--- src/pkt_framer_pkg.sv ---
// constants, types and helpers for the basic packet framer and deframer
package pkt_framer_pkg;

  // ----------------------------------------------------------------
  // register offsets (byte-wide registers, index addressed)
  // ----------------------------------------------------------------
  localparam logic [7:0] REG_PKT_CTRL = 8'h00;
  localparam logic [7:0] REG_PRE_SEL = 8'h01;
  localparam logic [7:0] REG_PRE_CNT_HI = 8'h02;
  localparam logic [7:0] REG_PRE_CNT_LO = 8'h03;
  localparam logic [7:0] REG_SYNC_LEN = 8'h04;
  localparam logic [7:0] REG_SYNC_PRI1 = 8'h05;
  localparam logic [7:0] REG_SYNC_SEC1 = 8'h09;
  localparam logic [7:0] REG_NODE_ADDR = 8'h0C;
  localparam logic [7:0] REG_TXLEN_HI = 8'h0D;
  localparam logic [7:0] REG_TXLEN_LO = 8'h0E;
  localparam logic [7:0] REG_POST_CNT = 8'h0F;
  localparam logic [7:0] REG_CMD = 8'h10;
  localparam logic [7:0] REG_STATUS = 8'h11;
  localparam logic [7:0] REG_MASK = 8'h12;
  localparam logic [7:0] REG_LINK_QUAL = 8'h13;
  localparam logic [7:0] REG_RXLEN_HI = 8'h14;
  localparam logic [7:0] REG_RXLEN_LO = 8'h15;
  localparam logic [7:0] REG_STATE = 8'h16;
  localparam int CFG_WORDS = 16;

  // ----------------------------------------------------------------
  // field positions
  // ----------------------------------------------------------------
  localparam int PKT_FMT_LSB = 0;
  localparam int VARLEN_BIT = 2;
  localparam int LENWID_BIT = 3;
  localparam int ADDR_EN_BIT = 4;
  localparam int CRC_EN_BIT = 5;
  localparam int ALT_SYNC_BIT = 6;
  localparam int FSK4_BIT = 7;
  localparam int CMD_TX_BIT = 0;
  localparam int CMD_RX_BIT = 1;
  localparam int CMD_ABORT_BIT = 2;
  localparam int ST_TX_DONE = 0;
  localparam int ST_SYNC = 1;
  localparam int ST_CRC_ERR = 2;
  localparam int ST_PKT_OK = 3;
  localparam int ST_ADDR_REJ = 4;
  localparam int ST_FMT_ERR = 5;

  // ----------------------------------------------------------------
  // reset values, encodings, patterns
  // ----------------------------------------------------------------
  localparam logic [7:0] CFG_RESET = 8'h00;
  localparam logic [7:0] STATUS_RESET = 8'h00;
  localparam logic [7:0] MASK_RESET = 8'h00;
  localparam logic [1:0] FMT_BASIC = 2'h0;
  localparam logic [1:0] FMT_154G = 2'h1;
  localparam logic [1:0] FMT_UART = 2'h2;
  localparam logic [1:0] FMT_ACKED = 2'h3;
  localparam logic [3:0] PRE_PAT_2 [4] = '{4'h5, 4'hA, 4'hC, 4'h3};
  localparam logic [3:0] PRE_PAT_4 [4] = '{4'h7, 4'h2, 4'hD, 4'h8};
  localparam logic [31:0] POST_PATTERN = 32'h55555555;
  localparam logic [7:0] CRC_POLY = 8'h07;
  localparam logic [7:0] CRC_INIT = 8'hFF;
  localparam logic [5:0] SYNC_MAX = 6'h20;
  localparam logic [11:0] BITS_BYTE = 12'h008;
  localparam logic [11:0] BITS_WORD = 12'h010;

  typedef enum logic [2:0] {
    T_IDLE = 3'b000, T_PRE = 3'b001, T_SYNC = 3'b010, T_LEN = 3'b011,
    T_ADDR = 3'b100, T_PAY = 3'b101, T_CRC = 3'b110, T_POST = 3'b111
  } tx_state_t;

  typedef enum logic [2:0] {
    R_IDLE = 3'b000, R_SEARCH = 3'b001, R_LEN = 3'b010, R_ADDR = 3'b011,
    R_PAY = 3'b100, R_CRC = 3'b101
  } rx_state_t;

  function automatic logic [7:0] crcStep(input logic [7:0] c,
                                         input logic b);
    logic fb;
    fb = c[7] ^ b;
    return fb ? ({c[6:0], 1'b0} ^ CRC_POLY) : {c[6:0], 1'b0};
  endfunction

  function automatic logic [5:0] popCount(input logic [31:0] v);
    logic [5:0] n;
    n = 6'h00;
    for (int i = 0; i < 32; i++) begin
      n = n + {5'h00, v[i]};
    end
    return n;
  endfunction

endpackage

--- src/pkt_framer.sv ---
// basic packet framer and deframer with register port and interrupt
`timescale 1ns/10ps

module pkt_framer
  import pkt_framer_pkg::*;
(
  input wire logic sys_clk, // core clock, 25 MHz
  input wire logic rstn, // synchronous reset, active low
  input wire logic [7:0] regAddr, // register index
  input wire logic [7:0] regWrData, // register write data
  input wire logic regWrEn, // write strobe
  input wire logic regRdEn, // read strobe
  output logic [7:0] regRdData, // read data, cycle after strobe
  output logic irq, // level interrupt
  input wire logic [7:0] txByte, // byte from tx fifo
  input wire logic txByteValid, // tx fifo holds a byte
  output logic txByteReady, // byte taken this cycle
  output logic txBit, // air bit to modulator
  output logic txBitValid, // air bit offered
  input wire logic txBitReady, // modulator takes the bit
  input wire logic rxBit, // air bit from demodulator
  input wire logic rxBitValid, // air bit strobe
  output logic [7:0] rxByte, // byte to rx fifo
  output logic rxByteValid // rx byte strobe
);

  // ----------------------------------------------------------------
  // state
  // ----------------------------------------------------------------
  typedef struct packed {
    logic [CFG_WORDS-1:0][7:0] cfg;
    logic [7:0] status;
    logic [7:0] mask;
    logic [6:0] sync_quality_index;
    logic [15:0] rxLen;
    logic [7:0] rdData;
    logic rxOn;
    tx_state_t tState;
    logic [31:0] tSh;
    logic [11:0] tBitCnt;
    logic [15:0] tByteCnt;
    logic [7:0] tCrc;
    rx_state_t rState;
    logic [31:0] rHist;
    logic preSeen;
    logic [11:0] rBitCnt;
    logic [15:0] rByteCnt;
    logic [7:0] rCrc;
    logic [7:0] rxByte;
    logic rxByteValid;
  } state_t;

  state_t st_r;
  state_t st_nxt;

  // ----------------------------------------------------------------
  // configuration decode
  // ----------------------------------------------------------------
  logic [7:0] ctrl;
  logic [1:0] fmt;
  logic varLen;
  logic lenWid;
  logic addrEn;
  logic crcEn;
  logic altSync;
  logic [3:0] prePat;
  logic [11:0] preBits;
  logic [5:0] syncLen;
  logic [31:0] priWord;
  logic [31:0] secWord;
  logic [31:0] syncMask;
  logic [7:0] nodeAddr;
  logic [15:0] txLen;
  logic [15:0] payTx;
  logic [15:0] payRx;
  logic [31:0] histNew;
  logic [5:0] priCnt;
  logic [5:0] secCnt;
  logic priHit;
  logic secHit;
  logic preDet;
  logic txAdv;
  logic rxShift;
  logic [7:0] ev;

  assign ctrl = st_r.cfg[REG_PKT_CTRL[3:0]];
  assign fmt = ctrl[PKT_FMT_LSB +: 2];
  assign varLen = ctrl[VARLEN_BIT];
  assign lenWid = ctrl[LENWID_BIT];
  assign addrEn = ctrl[ADDR_EN_BIT];
  assign crcEn = ctrl[CRC_EN_BIT];
  assign altSync = ctrl[ALT_SYNC_BIT];
  assign prePat = ctrl[FSK4_BIT] ?
                  PRE_PAT_4[st_r.cfg[REG_PRE_SEL[3:0]][1:0]] :
                  PRE_PAT_2[st_r.cfg[REG_PRE_SEL[3:0]][1:0]];
  // pair count to bit count
  assign preBits = {st_r.cfg[REG_PRE_CNT_HI[3:0]][2:0],
                    st_r.cfg[REG_PRE_CNT_LO[3:0]], 1'b0};
  // lengths above 32 are clamped
  assign syncLen = (st_r.cfg[REG_SYNC_LEN[3:0]][5:0] > SYNC_MAX) ?
                   SYNC_MAX : st_r.cfg[REG_SYNC_LEN[3:0]][5:0];
  // first byte in the top bits so it goes out msb first
  assign priWord = {st_r.cfg[4'h5], st_r.cfg[4'h6],
                    st_r.cfg[4'h7], st_r.cfg[4'h8]};
  assign secWord = {st_r.cfg[REG_SYNC_SEC1[3:0]], st_r.cfg[4'hA],
                    st_r.cfg[4'hB], st_r.cfg[4'hC]};
  // node address shares storage with the last secondary sync byte
  assign nodeAddr = st_r.cfg[REG_NODE_ADDR[3:0]];
  assign txLen = {st_r.cfg[REG_TXLEN_HI[3:0]],
                  st_r.cfg[REG_TXLEN_LO[3:0]]};
  // length counts payload plus address byte
  assign payTx = (addrEn && txLen != 16'h0000) ? txLen - 16'h0001 : txLen;
  assign payRx = (addrEn && st_r.rxLen != 16'h0000) ?
                 st_r.rxLen - 16'h0001 : st_r.rxLen;

  // ----------------------------------------------------------------
  // receive correlators
  // ----------------------------------------------------------------
  assign histNew = {st_r.rHist[30:0], rxBit};
  assign syncMask = 32'hFFFFFFFF >> (SYNC_MAX - syncLen);
  assign priCnt = popCount(~(histNew ^ (priWord >> (SYNC_MAX - syncLen)))
                           & syncMask);
  assign secCnt = popCount(~(histNew ^ (secWord >> (SYNC_MAX - syncLen)))
                           & syncMask);
  assign priHit = priCnt == syncLen;
  assign secHit = altSync && secCnt == syncLen;
  // two repeats of any phase of the selected pattern
  assign preDet = histNew[7:4] == histNew[3:0] &&
                  (histNew[3:0] == prePat ||
                   histNew[3:0] == {prePat[2:0], prePat[3]} ||
                   histNew[3:0] == {prePat[1:0], prePat[3:2]} ||
                   histNew[3:0] == {prePat[0], prePat[3:1]});

  // ----------------------------------------------------------------
  // handshakes and outputs
  // ----------------------------------------------------------------
  assign txBitValid = st_r.tState != T_IDLE && st_r.tBitCnt != 12'h000;
  assign txAdv = txBitValid && txBitReady;
  assign txBit = st_r.tSh[31];
  assign txByteReady = st_r.tState == T_PAY && st_r.tBitCnt == 12'h000 &&
                       st_r.tByteCnt != 16'h0000;
  assign rxShift = rxBitValid && st_r.rBitCnt != 12'h000 &&
                   st_r.rState != R_IDLE && st_r.rState != R_SEARCH;
  assign regRdData = st_r.rdData;
  assign rxByte = st_r.rxByte;
  assign rxByteValid = st_r.rxByteValid;
  assign irq = |(st_r.status & st_r.mask);

  // ----------------------------------------------------------------
  // next state
  // ----------------------------------------------------------------
  always_comb begin
    st_nxt = st_r;
    ev = 8'h00;
    st_nxt.rxByteValid = 1'b0;
    st_nxt.rdData = 8'h00;

    // transmit bit engine
    if (txAdv) begin
      st_nxt.tBitCnt = st_r.tBitCnt - 12'h001;
      if (st_r.tState == T_PRE || st_r.tState == T_POST) begin
        st_nxt.tSh = {st_r.tSh[30:0], st_r.tSh[31]};
      end else begin
        st_nxt.tSh = {st_r.tSh[30:0], 1'b0};
      end
      if (st_r.tState == T_LEN || st_r.tState == T_ADDR ||
          st_r.tState == T_PAY) begin
        st_nxt.tCrc = crcStep(st_r.tCrc, st_r.tSh[31]);
      end
    end else if (st_r.tBitCnt == 12'h000) begin
      // field order and zero-length skipping
      case (st_r.tState)
        T_IDLE: begin
        end
        T_PRE: begin
          st_nxt.tState = T_SYNC;
          st_nxt.tSh = altSync ? secWord : priWord;
          st_nxt.tBitCnt = {6'h00, syncLen};
        end
        T_SYNC: begin
          st_nxt.tState = T_LEN;
          st_nxt.tCrc = CRC_INIT;
          st_nxt.tSh = lenWid ? {txLen, 16'h0000} : {txLen[7:0], 24'h000000};
          st_nxt.tBitCnt = !varLen ? 12'h000 : lenWid ? BITS_WORD : BITS_BYTE;
        end
        T_LEN: begin
          st_nxt.tState = T_ADDR;
          st_nxt.tSh = {nodeAddr, 24'h000000};
          st_nxt.tBitCnt = addrEn ? BITS_BYTE : 12'h000;
        end
        T_ADDR: begin
          st_nxt.tState = T_PAY;
          st_nxt.tByteCnt = payTx;
        end
        T_PAY: begin
          if (st_r.tByteCnt != 16'h0000) begin
            if (txByteValid) begin
              st_nxt.tSh = {txByte, 24'h000000};
              st_nxt.tBitCnt = BITS_BYTE;
              st_nxt.tByteCnt = st_r.tByteCnt - 16'h0001;
            end
          end else begin
            st_nxt.tState = T_CRC;
            st_nxt.tSh = {st_r.tCrc, 24'h000000};
            st_nxt.tBitCnt = crcEn ? BITS_BYTE : 12'h000;
          end
        end
        T_CRC: begin
          st_nxt.tState = T_POST;
          st_nxt.tSh = POST_PATTERN;
          st_nxt.tBitCnt = {3'h0, st_r.cfg[REG_POST_CNT[3:0]], 1'b0};
        end
        T_POST: begin
          st_nxt.tState = T_IDLE;
          ev[ST_TX_DONE] = 1'b1;
        end
        default: begin
          st_nxt.tState = T_IDLE;
        end
      endcase
    end

    // receive engine
    if (st_r.rState == R_SEARCH) begin
      if (rxBitValid) begin
        st_nxt.rHist = histNew;
        if (preDet) begin
          st_nxt.preSeen = 1'b1;
        end
        if ((st_r.preSeen || preBits == 12'h000) && (priHit || secHit)) begin
          st_nxt.sync_quality_index = {secHit && !priHit,
                        (secHit && secCnt > priCnt) ? secCnt : priCnt};
          ev[ST_SYNC] = 1'b1;
          st_nxt.rCrc = CRC_INIT;
          st_nxt.rState = R_LEN;
          st_nxt.rBitCnt = !varLen ? 12'h000 : lenWid ? BITS_WORD : BITS_BYTE;
        end
      end
    end else if (rxShift) begin
      st_nxt.rHist = histNew;
      st_nxt.rBitCnt = st_r.rBitCnt - 12'h001;
      if (st_r.rState != R_CRC) begin
        st_nxt.rCrc = crcStep(st_r.rCrc, rxBit);
      end
      if (st_r.rState == R_PAY && st_r.rBitCnt == 12'h001) begin
        st_nxt.rxByte = histNew[7:0];
        st_nxt.rxByteValid = 1'b1;
        st_nxt.rByteCnt = st_r.rByteCnt - 16'h0001;
      end
    end else if (st_r.rBitCnt == 12'h000) begin
      case (st_r.rState)
        R_IDLE, R_SEARCH: begin
        end
        R_LEN: begin
          if (varLen) begin
            st_nxt.rxLen = lenWid ? st_r.rHist[15:0] :
                           {8'h00, st_r.rHist[7:0]};
          end else begin
            st_nxt.rxLen = txLen;
          end
          st_nxt.rState = R_ADDR;
          st_nxt.rBitCnt = addrEn ? BITS_BYTE : 12'h000;
        end
        R_ADDR: begin
          if (addrEn && st_r.rHist[7:0] != nodeAddr) begin
            ev[ST_ADDR_REJ] = 1'b1;
            st_nxt.rState = R_SEARCH;
            st_nxt.preSeen = 1'b0;
          end else begin
            st_nxt.rState = R_PAY;
            st_nxt.rByteCnt = payRx;
          end
        end
        R_PAY: begin
          if (st_r.rByteCnt != 16'h0000) begin
            st_nxt.rBitCnt = BITS_BYTE;
          end else begin
            st_nxt.rState = R_CRC;
            st_nxt.rBitCnt = crcEn ? BITS_BYTE : 12'h000;
          end
        end
        R_CRC: begin
          if (crcEn && st_r.rHist[7:0] != st_r.rCrc) begin
            ev[ST_CRC_ERR] = 1'b1;
          end else begin
            ev[ST_PKT_OK] = 1'b1;
          end
          st_nxt.rState = R_SEARCH;
          st_nxt.preSeen = 1'b0;
        end
        default: begin
          st_nxt.rState = R_IDLE;
        end
      endcase
    end

    // register writes and commands
    if (regWrEn) begin
      if (regAddr < REG_CMD) begin
        st_nxt.cfg[regAddr[3:0]] = regWrData;
      end
      if (regAddr == REG_MASK) begin
        st_nxt.mask = regWrData;
      end
      if (regAddr == REG_CMD) begin
        if (regWrData[CMD_TX_BIT] && st_r.tState == T_IDLE) begin
          if (fmt == FMT_BASIC) begin
            st_nxt.tState = T_PRE;
            st_nxt.tSh = {8{prePat}};
            st_nxt.tBitCnt = preBits;
          end else begin
            ev[ST_FMT_ERR] = 1'b1;
          end
        end
        if (regWrData[CMD_RX_BIT]) begin
          if (fmt == FMT_BASIC) begin
            st_nxt.rxOn = 1'b1;
            st_nxt.rState = R_SEARCH;
            st_nxt.preSeen = 1'b0;
            st_nxt.rBitCnt = 12'h000;
          end else begin
            ev[ST_FMT_ERR] = 1'b1;
          end
        end
        if (regWrData[CMD_ABORT_BIT]) begin
          st_nxt.tState = T_IDLE;
          st_nxt.tBitCnt = 12'h000;
          st_nxt.rState = R_IDLE;
          st_nxt.rBitCnt = 12'h000;
          st_nxt.rxOn = 1'b0;
        end
      end
    end

    // register reads, status clears on read, new events win
    st_nxt.status = st_r.status | ev;
    if (regRdEn) begin
      case (regAddr)
        REG_STATUS: begin
          st_nxt.rdData = st_r.status;
          st_nxt.status = ev;
        end
        REG_MASK: st_nxt.rdData = st_r.mask;
        REG_LINK_QUAL: st_nxt.rdData = {1'b0, st_r.sync_quality_index};
        REG_RXLEN_HI: st_nxt.rdData = st_r.rxLen[15:8];
        REG_RXLEN_LO: st_nxt.rdData = st_r.rxLen[7:0];
        REG_STATE: st_nxt.rdData = {1'b0, st_r.rxOn, st_r.rState,
                                    st_r.tState};
        default: begin
          if (regAddr < REG_CMD) begin
            st_nxt.rdData = st_r.cfg[regAddr[3:0]];
          end
        end
      endcase
    end
  end

  // ----------------------------------------------------------------
  // state register
  // ----------------------------------------------------------------
  always_ff @(posedge sys_clk) begin
    if (!rstn) begin
      st_r <= '0;
      st_r.cfg <= {CFG_WORDS{CFG_RESET}};
      st_r.status <= STATUS_RESET;
      st_r.mask <= MASK_RESET;
      st_r.tState <= T_IDLE;
      st_r.rState <= R_IDLE;
    end else begin
      st_r <= st_nxt;
    end
  end

endmodule // pkt_framer

--- config.mk ---
export PLATFORM = sky130hd
export DESIGN_NAME = pkt_framer
export DESIGN_NICKNAME = d
export VERILOG_FILES = /design/src/pkt_framer_pkg.sv /design/src/pkt_framer.sv
export SDC_FILE = /design/constraint.sdc
export NUM_CORES = 1
export LEC_CHECK = 0
export BUFFER_PORTS_ARGS = -buffer_cell sky130_fd_sc_hd__buf_4
export CAP_MARGIN = 20
export CORE_MARGIN = 2
export CORE_UTILIZATION = 45
export CTS_CLUSTER_DIAMETER = 40
export DETAILED_ROUTE_END_ITERATION = 6
export SETUP_SLACK_MARGIN = 0.1
export SLEW_MARGIN = 25
export SYNTH_ARGS = -nofsm -noshare
export SYNTH_HDL_FRONTEND = slang
export SYNTH_SLANG_ARGS = --single-unit
--- constraint.sdc ---
create_clock -name sys_clk -period 11.1 [get_ports sys_clk]
set_input_delay 1.665 -clock sys_clk [delete_from_list [all_inputs] [get_ports sys_clk]]
set_output_delay 1.665 -clock sys_clk [all_outputs]
set_load 0.01 [all_outputs]
==> summary.md <==
| Metric | Value |
|---|---|
| Hold Startpoint | `rxByte[5]$_SDFFE_PN0P_` |
| Worst setup EP type | `register` |
| Die Y | `236.5 um` |
| Crit. Startpoint | `st_r[233]$_SDFFE_PN0P_` |
| Antenna viol nets, final | `0` |
| Mapped Area | `0.02431 mm2` |
| CP Launch Type | `register` |
| CP Class | `reg -> reg` |
| Die Footprint | `0.05591 mm2` |
| Vias/cell | `6.606` |
| CTS max path bufs | `3` |
| Outcome | `complete, but fails checks` |
| Required time worst endpoint | `11.64 ns` |
| Crit-path most repeated cell | `fa_1` |
| Hold_buf cts | `0` |
| Top_reg_cell synth | `dfxtp_1` |
| Crit Path Max Fanout | `15` |
| RSZ-0062 raised after global routing | `false` |
| Slew @ Worst Pin | `1.071 ns` |
| Worst Clk Skew | `0.03937 ns` |
| Netlist cell types | `94` |
| Slew Limit Fails | `0` |
| Post-Syn Instances | `2919` |
| # fillers | `5204` |
| Ports | `53` |
| Setup TNS | `0 ns` |
| Total Power | `3.002 mW` |
| Final setup violation count | `0` |
| Fin nets | `2947` |
| Routed WL | `96470 um` |
| Vias | `23620` |
| DRT Pass-1 Iters | `7` |
| Routability cong. | `1.003` |
| Site row count | `85` |
| DP HPWL | `69800 um` |
| Starting density of the core | `0.4536` |
| Post-synth EDFFs | `0` |
| Met2 WL | `41620 um` |
| Failing checks | `design-rule violations` |
| Sequential area share after synthesis | `0.2676` |
| Syn Nets | `3029` |
| Avg Inst Size Synth | `8.330 um2` |
| Routed wl met3 | `9760 um` |
| P_int | `2.237 mW` |
| Worst hold path type | `reg -> reg` |
| Pre-CTS WS | `1.273 ns` |
| Endpoints failing hold | `0` |
| WL met1 | `40590 um` |
| Initial DRC Count | `3168` |
| Yosys top cell area share | `0.2676` |
| CTS tree | `built` |
| GRT overflow | `0` |
| CTS Sinks | `325` |
| Achievable Freq | `0.1017 GHz` |
| Sequential power share | `0.390` |
| CP max-delay cell | `a221o_1` |
| Buffers on Ports | `52` |
| Core Box Area | `0.05360 mm2` |
| Async SR Flop Fraction | `0` |
| Total track usage | `0.3370` |
| Final period utilization | `0.8860` |
| Worst R2R Start | `st_r[233]$_SDFFE_PN0P_` |
| Resize count post-CTS | `0` |
| Antenna diodes | `0` |
| Leakage power | `9.587 nW` |
| Largest net degree at the start of global routing | `84` |
| Drt drc | `2` |
| Postcts setup bufs | `0` |
| Area growth syn-to-layout | `10.22%` |
| # H-tree levels | `2` |
| First-pass GRT wire length | `144300 um` |
| R2r setup slk | `1.26 ns` |
| WP data arrival | `10.37 ns` |
| Vias in the first global route | `22120` |
| Logic pwr share | `0.048` |
| Switch Pwr | `0.7650 mW` |
| Clock root cell | `clkbuf_16` |
| Period minus WS final | `9.835 ns` |
| Cts bufs inserted | `53` |
| Share of cells above drive strength 1 | `0.1407` |
| Synth warn | `0` |
| Flops & latches, synth | `325` |
| MaxCap Viol Count | `0` |
| Highest Signal Layer | `met5` |
| Die X | `236.5 um` |
| Worst-path clk slew | `0.06 ns` |
| Max VDD drop | `0.1061 mV` |
| PwrDens | `112.0 mW/mm2` |
| Synth area leader | `dfxtp_1` |
| Setup ws final | `1.265 ns` |
| Clk_lat worst skew | `0.63 ns` |
| Number of antenna violations at the first check in global routing | `5` |
| CP peak stage delay | `0.70 ns` |
| Wire length per cell | `26.98 um` |
| Slew Limit Headroom | `0.2833` |
| Synth area leaders | `dfxtp_1 (27%), mux2i_1 (9.3%), mux4_2 (8.7%), a21oi_1 (4.9%), nor2_1 (4.8%)` |
| Switching share of power | `0.2548` |
| Clock power share | `0.561` |
==> worst paths after layout <==
kind / end / cells past startpoint
max: st_r[179]$_SDFFE_PN0P_ / 28
max reg2reg: st_r[179]$_SDFFE_PN0P_ / 28
min reg2reg: rxByte[5]$_SDFFE_PN0P_ / 2
min: rxByte[5]$_SDFFE_PN0P_ / 2
==> synth_stat cells, drive strengths merged (53+ instances only) <==
master,instances
nor2,316
nor3,92
mux4,94
nand2,310
mux2i,226
o21ai,124
clkbuf,167
inv,81
nand3,125
dfxtp,325
xnor2,53
a21oi,239
buf,81
xor2,57
==> worst max-delay path, delay by kind of cell (launching register included) <==
family	cells	cell delay (ns)
adders and majority gates	10	4.32
AOI/OAI and AO/OA	8	2.19
and+or+nand+nor	6	1.80
muxes	2	0.70
DFF	1	0.41
xor gates and xnor gates	1	0.24
buffers and inverters	1	0.08
==> per-stage QoR <==
step | hold slack (ns) | cells | utilization | cell area, um2
6_report | 0.4505 | 3575 | 0.5000 | 26800
2_1_floorplan | 0.4323 | 2919 | - | 24310
3_3_place_gp | 0.4386 | 3478 | 0.4658 | 24970
3_5_place_dp | 0.4431 | 3478 | 0.4659 | 24970
4_1_cts | 0.4506 | 3575 | 0.4999 | 26790
5_1_grt | 0.4646 | 3575 | 0.5000 | 26800
==> kinds of logic (layout without fill, tap and decap cells) <==
family                     after synthesis  in the layout  synth area share
and+or+nand+nor                       1051           1051            0.2022
AOI/OAI and AO/OA                      653            653            0.1702
muxes                                  369            369            0.2028
buffers and inverters                  330            290           0.05902
DFF                                    325            325            0.2676
xor gates and xnor gates               113            113           0.04323
adders and majority gates               78             78           0.05496
==> registers in the layout (all words and copies together), names as in the netlist <==
signal / flops
nodeAddr: 8
txBit: 1
rxByteValid: 1
rxByte: 8
ctrl: 8
secWord: 24
preBits: 11
priWord: 32
st_r: 193
regRdData: 8
histNew: 31
==> cell usage in the layout (no fill, tap or decap), types with 49 or more instances in the layout <==
cell type and instances:
a21oi_1 239, buf_4 110, clkbuf_16 53, dfxtp_1 324, inv_1 79, mux2_2 49
mux2i_1 226, mux4_2 94, nand2_1 307, nand3_1 125, nor2_1 313, nor3_1 86
o21ai_0 119, xnor2_1 52, xor2_1 56
==> power by group through the flow <==
stage	Combinational (mW)	Sequential (mW)	Clock (mW)
finish	0.145	1.17	1.69
floorplan	0.0926	1.19	0
CTS	0.142	1.17	1.70
global route	0.154	1.17	1.76
global placement	0.141	1.20	0
detailed placement	0.142	1.20	0
==> layout make-up <==
class / count / area [um2] / share of cell area
multi-input cells: 2264 / 16440 / 0.6134
flip-flops and latches: 325 / 6507 / 0.2428
clock buffers: 62 / 1410 / 0.05262
well taps: 696 / 870.8 / 0.03249
repair buffers: 111 / 845.8 / 0.03156
clock inverters: 35 / 410.4 / 0.01531
inverters: 82 / 315.3 / 0.01177
==> per-layer routing <==
metal | vias up | track usage
met5 | - | 0
met2 | 1458 | 0.5120
met1 | 11450 | 0.4713
met3 | 290 | 0.06307
li1 | 10410 | -
met4 | 10 | 0.1369
No activity file was read; power rests on OpenSTA's default activity.
